==> config.mk <==
export PLATFORM = sky130hd
export DESIGN_NAME = srdt_top
export DESIGN_NICKNAME = d
export VERILOG_FILES = /design/src/srdt_pkg.sv /design/src/srdt_stream_if.sv /design/src/srdt_fifo.sv /design/src/srdt_top.sv
export SDC_FILE = /design/constraint.sdc
export NUM_CORES = 1
export LEC_CHECK = 0
export ABC_AREA = 0
export BUFFER_PORTS_ARGS = -buffer_cell sky130_fd_sc_hd__buf_2
export CAP_MARGIN = 25
export CELL_PAD_IN_SITES_DETAIL_PLACEMENT = 2
export CELL_PAD_IN_SITES_GLOBAL_PLACEMENT = 2
export CORE_MARGIN = 4
export CORE_UTILIZATION = 37
export CTS_CLUSTER_SIZE = 20
export DETAILED_ROUTE_END_ITERATION = 10
export PLACE_DENSITY = 0.89
export SKIP_LAST_GASP = 1
export SLEW_MARGIN = 0
export SYNTH_ARGS = -nofsm -noshare
export SYNTH_HDL_FRONTEND = slang
export SYNTH_SLANG_ARGS = --single-unit
==> constraint.sdc <==
create_clock -name clk_sys -period 3.6 [get_ports clk_sys]
set_input_delay 0.72 -clock clk_sys [delete_from_list [all_inputs] [get_ports clk_sys]]
set_output_delay 0.72 -clock clk_sys [all_outputs]
set_load 0.1 [all_outputs]
==> src/srdt_pkg.sv <==
/*
  Constants, register map and state types of the serial port block.
  Assumes a 200 MHz system clock and a byte-wide special-register bus.
*/
package srdt_pkg;
  // ==========================================
  // Register map
  localparam int          DATA_W        = 8;
  localparam logic [7:0]  ADDR_CLK_DIV  = 8'ha2;
  localparam logic [7:0]  ADDR_DATA     = 8'ha3;
  localparam logic [7:0]  RATE_RESET    = 8'h00;
  localparam logic [7:0]  DATA_RESET    = 8'h00;
  localparam logic [7:0]  READ_ZERO     = 8'h00;
  // ==========================================
  // Transfer shape
  localparam logic [3:0]  HALF_LAST     = 4'hf;
  localparam logic [2:0]  BIT_LAST      = 3'h7;
  localparam int          FIFO_DEPTH    = 4;
  // ==========================================
  // Timing
  localparam int          SYSTEM_CLOCK_NS     = 5;
  localparam int          SEZ_MAX_NS    = 20;
  localparam int          SEZ_CYC       = SEZ_MAX_NS / SYSTEM_CLOCK_NS;
  localparam int          SLH_MIN_NS    = 30;
  localparam int          SLH_MAX_NS    = 40;
  localparam int          SLH_MIN_CYC   = (SLH_MIN_NS + SYSTEM_CLOCK_NS - 1) / SYSTEM_CLOCK_NS;
  localparam int          SLH_MAX_CYC   = SLH_MAX_NS / SYSTEM_CLOCK_NS;
  localparam int          SYNC_LAT      = 3;
  localparam logic [3:0]  LAST_WAIT     = 4'(SLH_MIN_CYC + 1 - SYNC_LAT);
  // ==========================================
  // States
  typedef enum logic [0:0] {MS_IDLE, MS_RUN} srdt_mstate_type;
  typedef enum logic [1:0] {SS_IDLE, SS_ACTIVE, SS_TAIL} srdt_sstate_type;
endpackage

==> src/srdt_stream_if.sv <==
/*
  Valid/ready byte stream between the register side and the transmit FIFO.
  Assumes both ends run on clk_sys.
*/
`timescale 1ns/100ps
interface srdt_stream_if #(parameter int WIDTH = 8);
  logic             push_valid;
  logic             push_ready;
  logic [WIDTH-1:0] push_data;
  logic             pop_valid;
  logic             pop_ready;
  logic [WIDTH-1:0] pop_data;
  modport fill  (output push_valid, push_data, pop_ready, input push_ready, pop_valid, pop_data);
  modport store (input push_valid, push_data, pop_ready, output push_ready, pop_valid, pop_data);
endinterface

==> src/srdt_fifo.sv <==
/*
  Transmit FIFO, flip-flop storage, parameterised width and depth.
  Assumes synchronous active-high reset; depth is a power of two.
*/
`timescale 1ns/100ps
module srdt_fifo #(
  parameter int WIDTH = 8,
  parameter int DEPTH = 4
) (
  input  wire logic  clk_sys,
  input  wire logic  reset,
  srdt_stream_if.store st
);
  localparam int AW = $clog2(DEPTH);
  logic [WIDTH-1:0] mem_r [DEPTH];
  logic [WIDTH-1:0] mem_nxt [DEPTH];
  logic [AW-1:0]    wr_r, wr_nxt, rd_r, rd_nxt;
  logic [AW:0]      cnt_r, cnt_nxt;
  logic             do_push, do_pop;

  assign st.push_ready = (cnt_r != (AW+1)'(DEPTH));
  assign st.pop_valid  = (cnt_r != '0);
  assign st.pop_data   = mem_r[rd_r];

  always_comb begin
    do_push = st.push_valid && st.push_ready;
    do_pop  = st.pop_ready && st.pop_valid;
    mem_nxt = mem_r;
    wr_nxt  = wr_r;
    rd_nxt  = rd_r;
    cnt_nxt = cnt_r;
    if (do_push) begin
      mem_nxt[wr_r] = st.push_data;
      wr_nxt        = wr_r + 1'b1;
    end
    if (do_pop) begin
      rd_nxt = rd_r + 1'b1;
    end
    if (do_push && !do_pop) begin
      cnt_nxt = cnt_r + 1'b1;
    end else if (do_pop && !do_push) begin
      cnt_nxt = cnt_r - 1'b1;
    end
  end

  always_ff @(posedge clk_sys) begin
    if (reset) begin
      wr_r  <= '0;
      rd_r  <= '0;
      cnt_r <= '0;
      for (int i = 0; i < DEPTH; i++) begin
        mem_r[i] <= '0;
      end
    end else begin
      wr_r  <= wr_nxt;
      rd_r  <= rd_nxt;
      cnt_r <= cnt_nxt;
      mem_r <= mem_nxt;
    end
  end
endmodule

==> src/srdt_top.sv <==
/*
  Serial peripheral port: clock divider, data port with transmit FIFO,
  master shifter and slave shifter with synchronised pin inputs.
  Assumes mode and polarity inputs change only while the port is idle.
*/
`timescale 1ns/100ps
module srdt_top
  import srdt_pkg::*;
(
  input  wire logic                    clk_sys,
  input  wire logic                    reset,
  input  wire logic [7:0]              sfr_addr,
  input  wire logic                    sfr_wr,
  input  wire logic                    sfr_rd,
  input  wire logic [srdt_pkg::DATA_W-1:0] sfr_wdata,
  output logic      [srdt_pkg::DATA_W-1:0] sfr_rdata,
  input  wire logic                    master_mode,
  input  wire logic                    clock_polarity_select,
  input  wire logic                    clock_phase_select,
  input  wire logic [2:0]              flag_clear,
  output logic                         transfer_complete_flag,
  output logic                         write_collision_flag,
  output logic                         receive_overrun_flag,
  output logic                         port_irq,
  input  wire logic                    sck_i,
  output logic                         sck_o,
  output logic                         sck_oe_n,
  input  wire logic                    mosi_i,
  output logic                         mosi_o,
  output logic                         mosi_oe_n,
  input  wire logic                    miso_i,
  output logic                         miso_o,
  output logic                         miso_oe_n,
  input  wire logic                    nss_i
);
  import srdt_pkg::*;

  srdt_stream_if #(.WIDTH(DATA_W)) st ();
  srdt_fifo #(.WIDTH(DATA_W), .DEPTH(FIFO_DEPTH)) u_fifo (
    .clk_sys (clk_sys),
    .reset   (reset),
    .st      (st.store)
  );

  // ==========================================
  // State
  logic [7:0]        rate_r, rate_nxt, rdata_r, rdata_nxt, rx_buf_r, rx_buf_nxt;
  logic              rx_full_r, rx_full_nxt, done_r, done_nxt, coll_r, coll_nxt;
  logic              ovr_r, ovr_nxt, irq_r, irq_nxt;
  srdt_mstate_type   m_state_r, m_state_nxt;
  logic [7:0]        div_r, div_nxt, m_tx_r, m_tx_nxt, m_rx_r, m_rx_nxt;
  logic [3:0]        half_r, half_nxt;
  logic              sck_r, sck_nxt, mosi_r, mosi_nxt;
  logic              sck_s1_r, sck_s2_r, sck_s3_r, nss_s1_r, nss_s2_r, nss_s3_r;
  logic              mosi_s1_r, mosi_s2_r;
  srdt_sstate_type   s_state_r, s_state_nxt;
  logic [7:0]        s_tx_r, s_tx_nxt, s_rx_r, s_rx_nxt;
  logic [2:0]        s_bit_r, s_bit_nxt;
  logic [3:0]        s_wait_r, s_wait_nxt;
  logic              miso_r, miso_nxt, miso_oe_n_r, miso_oe_n_nxt, pin_oe_n_r, pin_oe_n_nxt;
  logic              xfer_done, busy, wr_data, rd_data;
  logic              act, act_prev, lead, trail, s_sample, s_shift;
  logic [7:0]        done_byte;

  function automatic logic hit(input logic [7:0] a, input logic [7:0] reg_addr);
    return a == reg_addr;
  endfunction

  // ==========================================
  // Next-state logic
  always_comb begin
    rate_nxt      = rate_r;
    rx_buf_nxt    = rx_buf_r;
    rx_full_nxt   = rx_full_r;
    m_state_nxt   = m_state_r;
    div_nxt       = div_r;
    half_nxt      = half_r;
    m_tx_nxt      = m_tx_r;
    m_rx_nxt      = m_rx_r;
    sck_nxt       = clock_polarity_select;
    mosi_nxt      = mosi_r;
    s_state_nxt   = s_state_r;
    s_tx_nxt      = s_tx_r;
    s_rx_nxt      = s_rx_r;
    s_bit_nxt     = s_bit_r;
    s_wait_nxt    = s_wait_r;
    miso_nxt      = miso_r;
    miso_oe_n_nxt = miso_oe_n_r;
    pin_oe_n_nxt  = !master_mode;
    xfer_done     = 1'b0;
    done_byte     = rx_buf_r;
    st.pop_ready  = 1'b0;
    wr_data       = sfr_wr && hit(sfr_addr, ADDR_DATA);
    rd_data       = sfr_rd && hit(sfr_addr, ADDR_DATA);
    busy          = (m_state_r != MS_IDLE) || (!master_mode && s_state_r != SS_IDLE);
    // Full FIFO is refused the same way as a busy port, so a write never vanishes silently
    st.push_valid = wr_data && !busy;
    st.push_data  = sfr_wdata;
    // Slave edges come only from the second and third synchroniser stages
    act      = sck_s2_r ^ clock_polarity_select;
    act_prev = sck_s3_r ^ clock_polarity_select;
    lead     = act && !act_prev;
    trail    = !act && act_prev;
    s_sample = clock_phase_select ? trail : lead;
    s_shift  = clock_phase_select ? lead : trail;
    if (sfr_wr && hit(sfr_addr, ADDR_CLK_DIV)) begin
      rate_nxt = sfr_wdata;
    end
    rdata_nxt = READ_ZERO;
    if (sfr_rd && hit(sfr_addr, ADDR_CLK_DIV)) begin
      rdata_nxt = rate_r;
    end else if (rd_data) begin
      rdata_nxt = rx_buf_r;
    end
    case (m_state_r)
      MS_IDLE: begin
        if (master_mode && st.pop_valid) begin
          st.pop_ready = 1'b1;
          m_tx_nxt     = st.pop_data;
          mosi_nxt     = st.pop_data[7];
          div_nxt      = '0;
          half_nxt     = '0;
          m_state_nxt  = MS_RUN;
        end
      end
      MS_RUN: begin
        if (div_r == rate_r) begin
          div_nxt = '0;
          if (half_r[0]) begin
            m_rx_nxt = {m_rx_r[6:0], miso_i};
            m_tx_nxt = {m_tx_r[6:0], 1'b0};
            mosi_nxt = m_tx_r[6];
          end
          if (half_r == HALF_LAST) begin
            xfer_done   = 1'b1;
            done_byte   = {m_rx_r[6:0], miso_i};
            m_state_nxt = MS_IDLE;
          end else begin
            half_nxt = half_r + 1'b1;
          end
        end else begin
          div_nxt = div_r + 1'b1;
        end
      end
      default: m_state_nxt = MS_IDLE;
    endcase
    // Level tracks the half count of the coming cycle, so SCK edges land where MOSI moves
    sck_nxt = (m_state_nxt == MS_RUN) ? (clock_polarity_select ^ clock_phase_select ^ half_nxt[0]) : clock_polarity_select;
    case (s_state_r)
      SS_IDLE: begin
        miso_oe_n_nxt = 1'b1;
        if (!master_mode && nss_s3_r && !nss_s2_r) begin
          st.pop_ready  = st.pop_valid;
          s_tx_nxt      = st.pop_valid ? st.pop_data : DATA_RESET;
          miso_nxt      = st.pop_valid ? st.pop_data[7] : 1'b0;
          miso_oe_n_nxt = 1'b0;
          s_bit_nxt     = '0;
          s_state_nxt   = SS_ACTIVE;
        end
      end
      SS_ACTIVE: begin
        if (s_shift && clock_phase_select) begin
          miso_nxt = s_tx_r[7];
          s_tx_nxt = {s_tx_r[6:0], 1'b0};
        end else if (s_shift) begin
          miso_nxt = s_tx_r[6];
          s_tx_nxt = {s_tx_r[6:0], 1'b0};
        end
        if (s_sample) begin
          s_rx_nxt  = {s_rx_r[6:0], mosi_s2_r};
          s_bit_nxt = s_bit_r + 1'b1;
          if (s_bit_r == BIT_LAST) begin
            xfer_done   = 1'b1;
            done_byte   = {s_rx_r[6:0], mosi_s2_r};
            s_wait_nxt  = '0;
            s_state_nxt = SS_TAIL;
          end
        end
      end
      SS_TAIL: begin
        if (s_wait_r != LAST_WAIT) begin
          s_wait_nxt = s_wait_r + 1'b1;
        end
        if (clock_phase_select && s_wait_r + 1'b1 == LAST_WAIT) begin
          miso_nxt = 1'b0;
        end
      end
      default: s_state_nxt = SS_IDLE;
    endcase
    // NSS release overrides the next slave state and MISO enable chosen above; a completion in the same cycle still counts
    if (s_state_r != SS_IDLE && !nss_s3_r && nss_s2_r) begin
      miso_oe_n_nxt = 1'b1;
      s_state_nxt   = SS_IDLE;
    end
    // Flags: a set in the same cycle as its clear wins
    done_nxt = (done_r && !flag_clear[0]) || xfer_done;
    coll_nxt = (coll_r && !flag_clear[1]) || (wr_data && (busy || !st.push_ready));
    ovr_nxt  = (ovr_r && !flag_clear[2]) || (xfer_done && !master_mode && rx_full_r && !rd_data);
    if (rd_data) begin
      rx_full_nxt = 1'b0;
    end
    if (xfer_done) begin
      rx_buf_nxt  = done_byte;
      rx_full_nxt = 1'b1;
    end
    irq_nxt = done_nxt || coll_nxt || ovr_nxt;
  end

  // ==========================================
  // Registers
  always_ff @(posedge clk_sys) begin
    if (reset) begin
      rate_r      <= RATE_RESET;
      rdata_r     <= READ_ZERO;
      rx_buf_r    <= DATA_RESET;
      rx_full_r   <= 1'b0;
      done_r      <= 1'b0;
      coll_r      <= 1'b0;
      ovr_r       <= 1'b0;
      irq_r       <= 1'b0;
      m_state_r   <= MS_IDLE;
      div_r       <= '0;
      half_r      <= '0;
      m_tx_r      <= DATA_RESET;
      m_rx_r      <= DATA_RESET;
      sck_r       <= 1'b0;
      mosi_r      <= 1'b0;
      sck_s1_r    <= 1'b0;
      sck_s2_r    <= 1'b0;
      sck_s3_r    <= 1'b0;
      nss_s1_r    <= 1'b1;
      nss_s2_r    <= 1'b1;
      nss_s3_r    <= 1'b1;
      mosi_s1_r   <= 1'b0;
      mosi_s2_r   <= 1'b0;
      s_state_r   <= SS_IDLE;
      s_tx_r      <= DATA_RESET;
      s_rx_r      <= DATA_RESET;
      s_bit_r     <= '0;
      s_wait_r    <= '0;
      miso_r      <= 1'b0;
      miso_oe_n_r <= 1'b1;
      pin_oe_n_r  <= 1'b1;
    end else begin
      rate_r      <= rate_nxt;
      rdata_r     <= rdata_nxt;
      rx_buf_r    <= rx_buf_nxt;
      rx_full_r   <= rx_full_nxt;
      done_r      <= done_nxt;
      coll_r      <= coll_nxt;
      ovr_r       <= ovr_nxt;
      irq_r       <= irq_nxt;
      m_state_r   <= m_state_nxt;
      div_r       <= div_nxt;
      half_r      <= half_nxt;
      m_tx_r      <= m_tx_nxt;
      m_rx_r      <= m_rx_nxt;
      sck_r       <= sck_nxt;
      mosi_r      <= mosi_nxt;
      sck_s1_r    <= sck_i;
      sck_s2_r    <= sck_s1_r;
      sck_s3_r    <= sck_s2_r;
      nss_s1_r    <= nss_i;
      nss_s2_r    <= nss_s1_r;
      nss_s3_r    <= nss_s2_r;
      mosi_s1_r   <= mosi_i;
      mosi_s2_r   <= mosi_s1_r;
      s_state_r   <= s_state_nxt;
      s_tx_r      <= s_tx_nxt;
      s_rx_r      <= s_rx_nxt;
      s_bit_r     <= s_bit_nxt;
      s_wait_r    <= s_wait_nxt;
      miso_r      <= miso_nxt;
      miso_oe_n_r <= miso_oe_n_nxt;
      pin_oe_n_r  <= pin_oe_n_nxt;
    end
  end

  assign sfr_rdata              = rdata_r;
  assign transfer_complete_flag = done_r;
  assign write_collision_flag   = coll_r;
  assign receive_overrun_flag   = ovr_r;
  assign port_irq               = irq_r;
  assign sck_o                  = sck_r;
  assign mosi_o                 = mosi_r;
  assign sck_oe_n               = pin_oe_n_r;
  assign mosi_oe_n              = pin_oe_n_r;
  assign miso_o                 = miso_r;
  assign miso_oe_n              = miso_oe_n_r;
endmodule

==> results by group <==
Drt
  – First-pass DRT Iterations: 4
  – Vias per cell: roughly 5.6
  – Routed WL: approximately 21000 um
  – Total number of vias: a little over 5000
  – Iter 0 DRT Violations: roughly 220
  – Final ANT Viol Nets: 0
  – DR WL/cell: about 23 um
  – DRC: 0

Cells and area
  – Area grow syn2layout: 16.7%
  – Antenna Cells: 0
  – NumNets Final: roughly 730
  – Layout cells sized above 1: between 10% and 20%
  – Commonest non-fill, non-tap cell in the layout: dfxtp_1
  – Final cell count without fillers: 911
  – Most frequent cells in the layout: 132 x dfxtp_1, 82 x nor2_1, 64 x a21oi_1
  – Final instance area: about 6800 um^2

Die
  – Die ar.: roughly 18000 um^2
  – Top-level I/O count: 48
  – Row cnt: 45
  – Core area: roughly 15000 um^2
  – Die height: ~130 um
  – Die width: ~130 um
  – Starting density of the core: between 30% and 40%

Synthesis
  – Mean post-synth cell area: just under 9 um^2
  – Post-synth EDFFs: 0
  – Yosys reg bits: approximately 130
  – Most common flop cell mapped by yosys: dfxtp_1
  – Syn Nets: 700
  – Warnings from Yosys: 0
  – Mapped Cells: about 650
  – Seq/Total Area, Yosys: a little under half
  – Synth Cell Area: 5840 um^2
  – Distinct cell type count after synthesis: 47
  – Asr flop ratio synth: 0%

Timing
  – Fmax: 328 MHz
  – Fraction of the cycle the final worst path needs: roughly 85%
  – Tmin final: 3.04 ns
  – Hold_ws: about 0.42 ns
  – Measured slew at the worst slew-check pin: ~0.8 ns
  – Setup TNS: 0 ns
  – Setup violators final: 0
  – Unrepaired setup endpoints after global routing: false
  – Slew Limit Headroom: about half
  – Clock Skews: 0.0108 ns
  – Max Slew Vio Count: 0
  – Hold Vio Cnt, Final: 0

Clock network
  – Post-CTS Hold Fix Bufs: 0
  – Post-CTS Setup Bufs: 0
  – Clock slew at reported path FFs: approximately 0.060 ns
  – # clock sinks: approximately 130
  – Max Buffers Root-to-Sink: 2
  – TritonCTS clock tree: done
  – H-tree levels: 4
  – Root Buffer: clkbuf_16
  – Inserted Clock Buffers: 17
  – Clock Latency Late Sink: ~0.43 ns
  – Post-CTS resize count: 0

GRT
  – Antenna violations before repair: 0
  – First-pass GRT wire length: 34100 um
  – Global route total overflow: 0
  – Vias in the first global route: around 5800
  – GRT Total Usage: roughly 25%
  – Pin count of the biggest net entering global routing: 71

Power and ir drop
  – Static Leak: about 2.6 nW
  – VDD IR max: 358 uV
  – P per Cell Area: ~570 nW/um^2

Worst setup path
  – Worst-path maximum fanout: 8
  – Arr. time, crit path: 3.39 ns
  – Worst Path Required: between 3 and 4 ns
  – Worst setup EP type: register
  – Setup Crit Path Kind: register to register
  – Startpoint Class: register

Place
  – Area after DPL: 6230 um^2
  – Post-DP HPWL: between 10000 and 15000 um
  – Final RePlAce weighted congestion: ~0.78
  – Inst Count DP: roughly 880
  – IO buf count: between 40 and 50

Status
  – Outcome: complete, no violations

Flow run
  – Maxcap violations: 0

Worst hold path
  – HP Class: register to register
## final cells by class
type / count / area, um^2
Multi-Input combinational cell: 471 / 2990
Sequential cell: 132 / 2640
Tap cell: 211 / 264
Timing Repair Buffer: 53 / 295
Inverter: 12 / 45.0
Clock buffer: 24 / 512
Clock inverter: 8 / 72.6
Fill cell: 1670 / 8500
## report_power, final
group	internal, mW	switching [mW]
logic	0.174	0.352
registers	1.52	0.104
clock network	1.06	0.683
## critical path, cell delays in order (launching register included)
cell	delay, ns
dfxtp_1	0.35
inv_1	0.10
ha_1	0.36
nor2_1	0.13
a211oi_1	0.29
and4_1	0.28
ha_1	0.21
inv_1	0.08
fa_1	0.39
xor2_1	0.21
or3_1	0.35
a21oi_1	0.21
## Yosys cell counts, drive strengths merged, types with 2 or more instances
cell | number | area (um^2)
o31ai | 2 | 15.0
nand2 | 60 | 228
xnor2 | 11 | 96.3
nor3 | 6 | 30.0
nor2b | 10 | 62.6
dfxtp | 132 | 2640
and3 | 7 | 43.8
inv | 12 | 45.0
a22oi | 9 | 67.6
mux4 | 8 | 180
a21o | 2 | 15.0
nand3b | 9 | 67.6
clkbuf | 26 | 97.6
buf | 12 | 70.1
or3 | 6 | 37.5
ha | 16 | 200
a31oi | 2 | 12.5
or2 | 4 | 25.0
mux2i | 47 | 470
o211ai | 2 | 15.0
o21ai | 12 | 60.1
a21boi | 2 | 18.8
nand3 | 53 | 265
a211oi | 25 | 188
and2 | 2 | 12.5
nor2 | 83 | 319
a21oi | 64 | 320
nand2b | 11 | 68.8
xor2 | 6 | 52.6
## cell families (layout without fill, tap and decap cells)
family | Yosys count | after routing | synth area share (%)
buf+inv | 50 | 97 | 3.64
compound gates | 124 | 124 | 12.7
simple gates | 257 | 257 | 20.7
xor+xnor | 17 | 17 | 2.55
mux | 56 | 56 | 11.3
flops | 132 | 132 | 45.2
fa+ha+maj | 17 | 17 | 3.77
## layer usage
| layer | share of wire [%] | wire, um | global-route usage, % |
|---|---|---|---|
| met1 | 42 | 8910 | 28.2 |
| met2 | 52 | 11100 | 44.9 |
| met3 | 3.2 | 679 | 5.10 |
| met4 | 2.6 | 546 | 10.5 |
| met5 | 0 | 0 | 0 |
## registers in the layout, summed over array words and instances (netlist names), 2 cells and up
signal and cells:
u_fifo.mem_r 32, div_r 8, rate_r 8, rx_buf_r 8, s_tx_r 8, sfr_rdata 8
m_rx_r 7, m_tx_r 7, s_rx_r 7, half_r 4, s_wait_r 4, s_bit_r 3
u_fifo.cnt_r 3, s_state_r 2, u_fifo.rd_r 2, u_fifo.wr_r 2
## per-stage QoR
stage	power (mW)	utilization, %	worst slack, ns
after floorplan	1.98	-	0.644
after global placement	2.10	40.7	0.765
after detailed placement	2.14	40.7	0.534
after CTS	3.91	44.5	0.596
after global routing	4.04	44.5	0.383
final	3.89	44.5	0.555
## path summary, 6_finish.rpt
check | cells after the start | slack (ns) | endpoint | startpoint
worst max register to register | 11 | 0.56 | u_fifo.cnt_r[2]$_SDFFE_PP0P_ | s_state_r[0]$_SDFFE_PP0P_
worst max-delay path | 11 | 0.56 | u_fifo.cnt_r[2]$_SDFFE_PP0P_ | s_state_r[0]$_SDFFE_PP0P_
worst min-delay path | 1 | 0.42 | nss_s2_r$_SDFF_PP1_ | nss_s1_r$_SDFF_PP1_
worst min register to register | 1 | 0.42 | nss_s2_r$_SDFF_PP1_ | nss_s1_r$_SDFF_PP1_
Note: power is estimated with default switching activity, not from simulation.
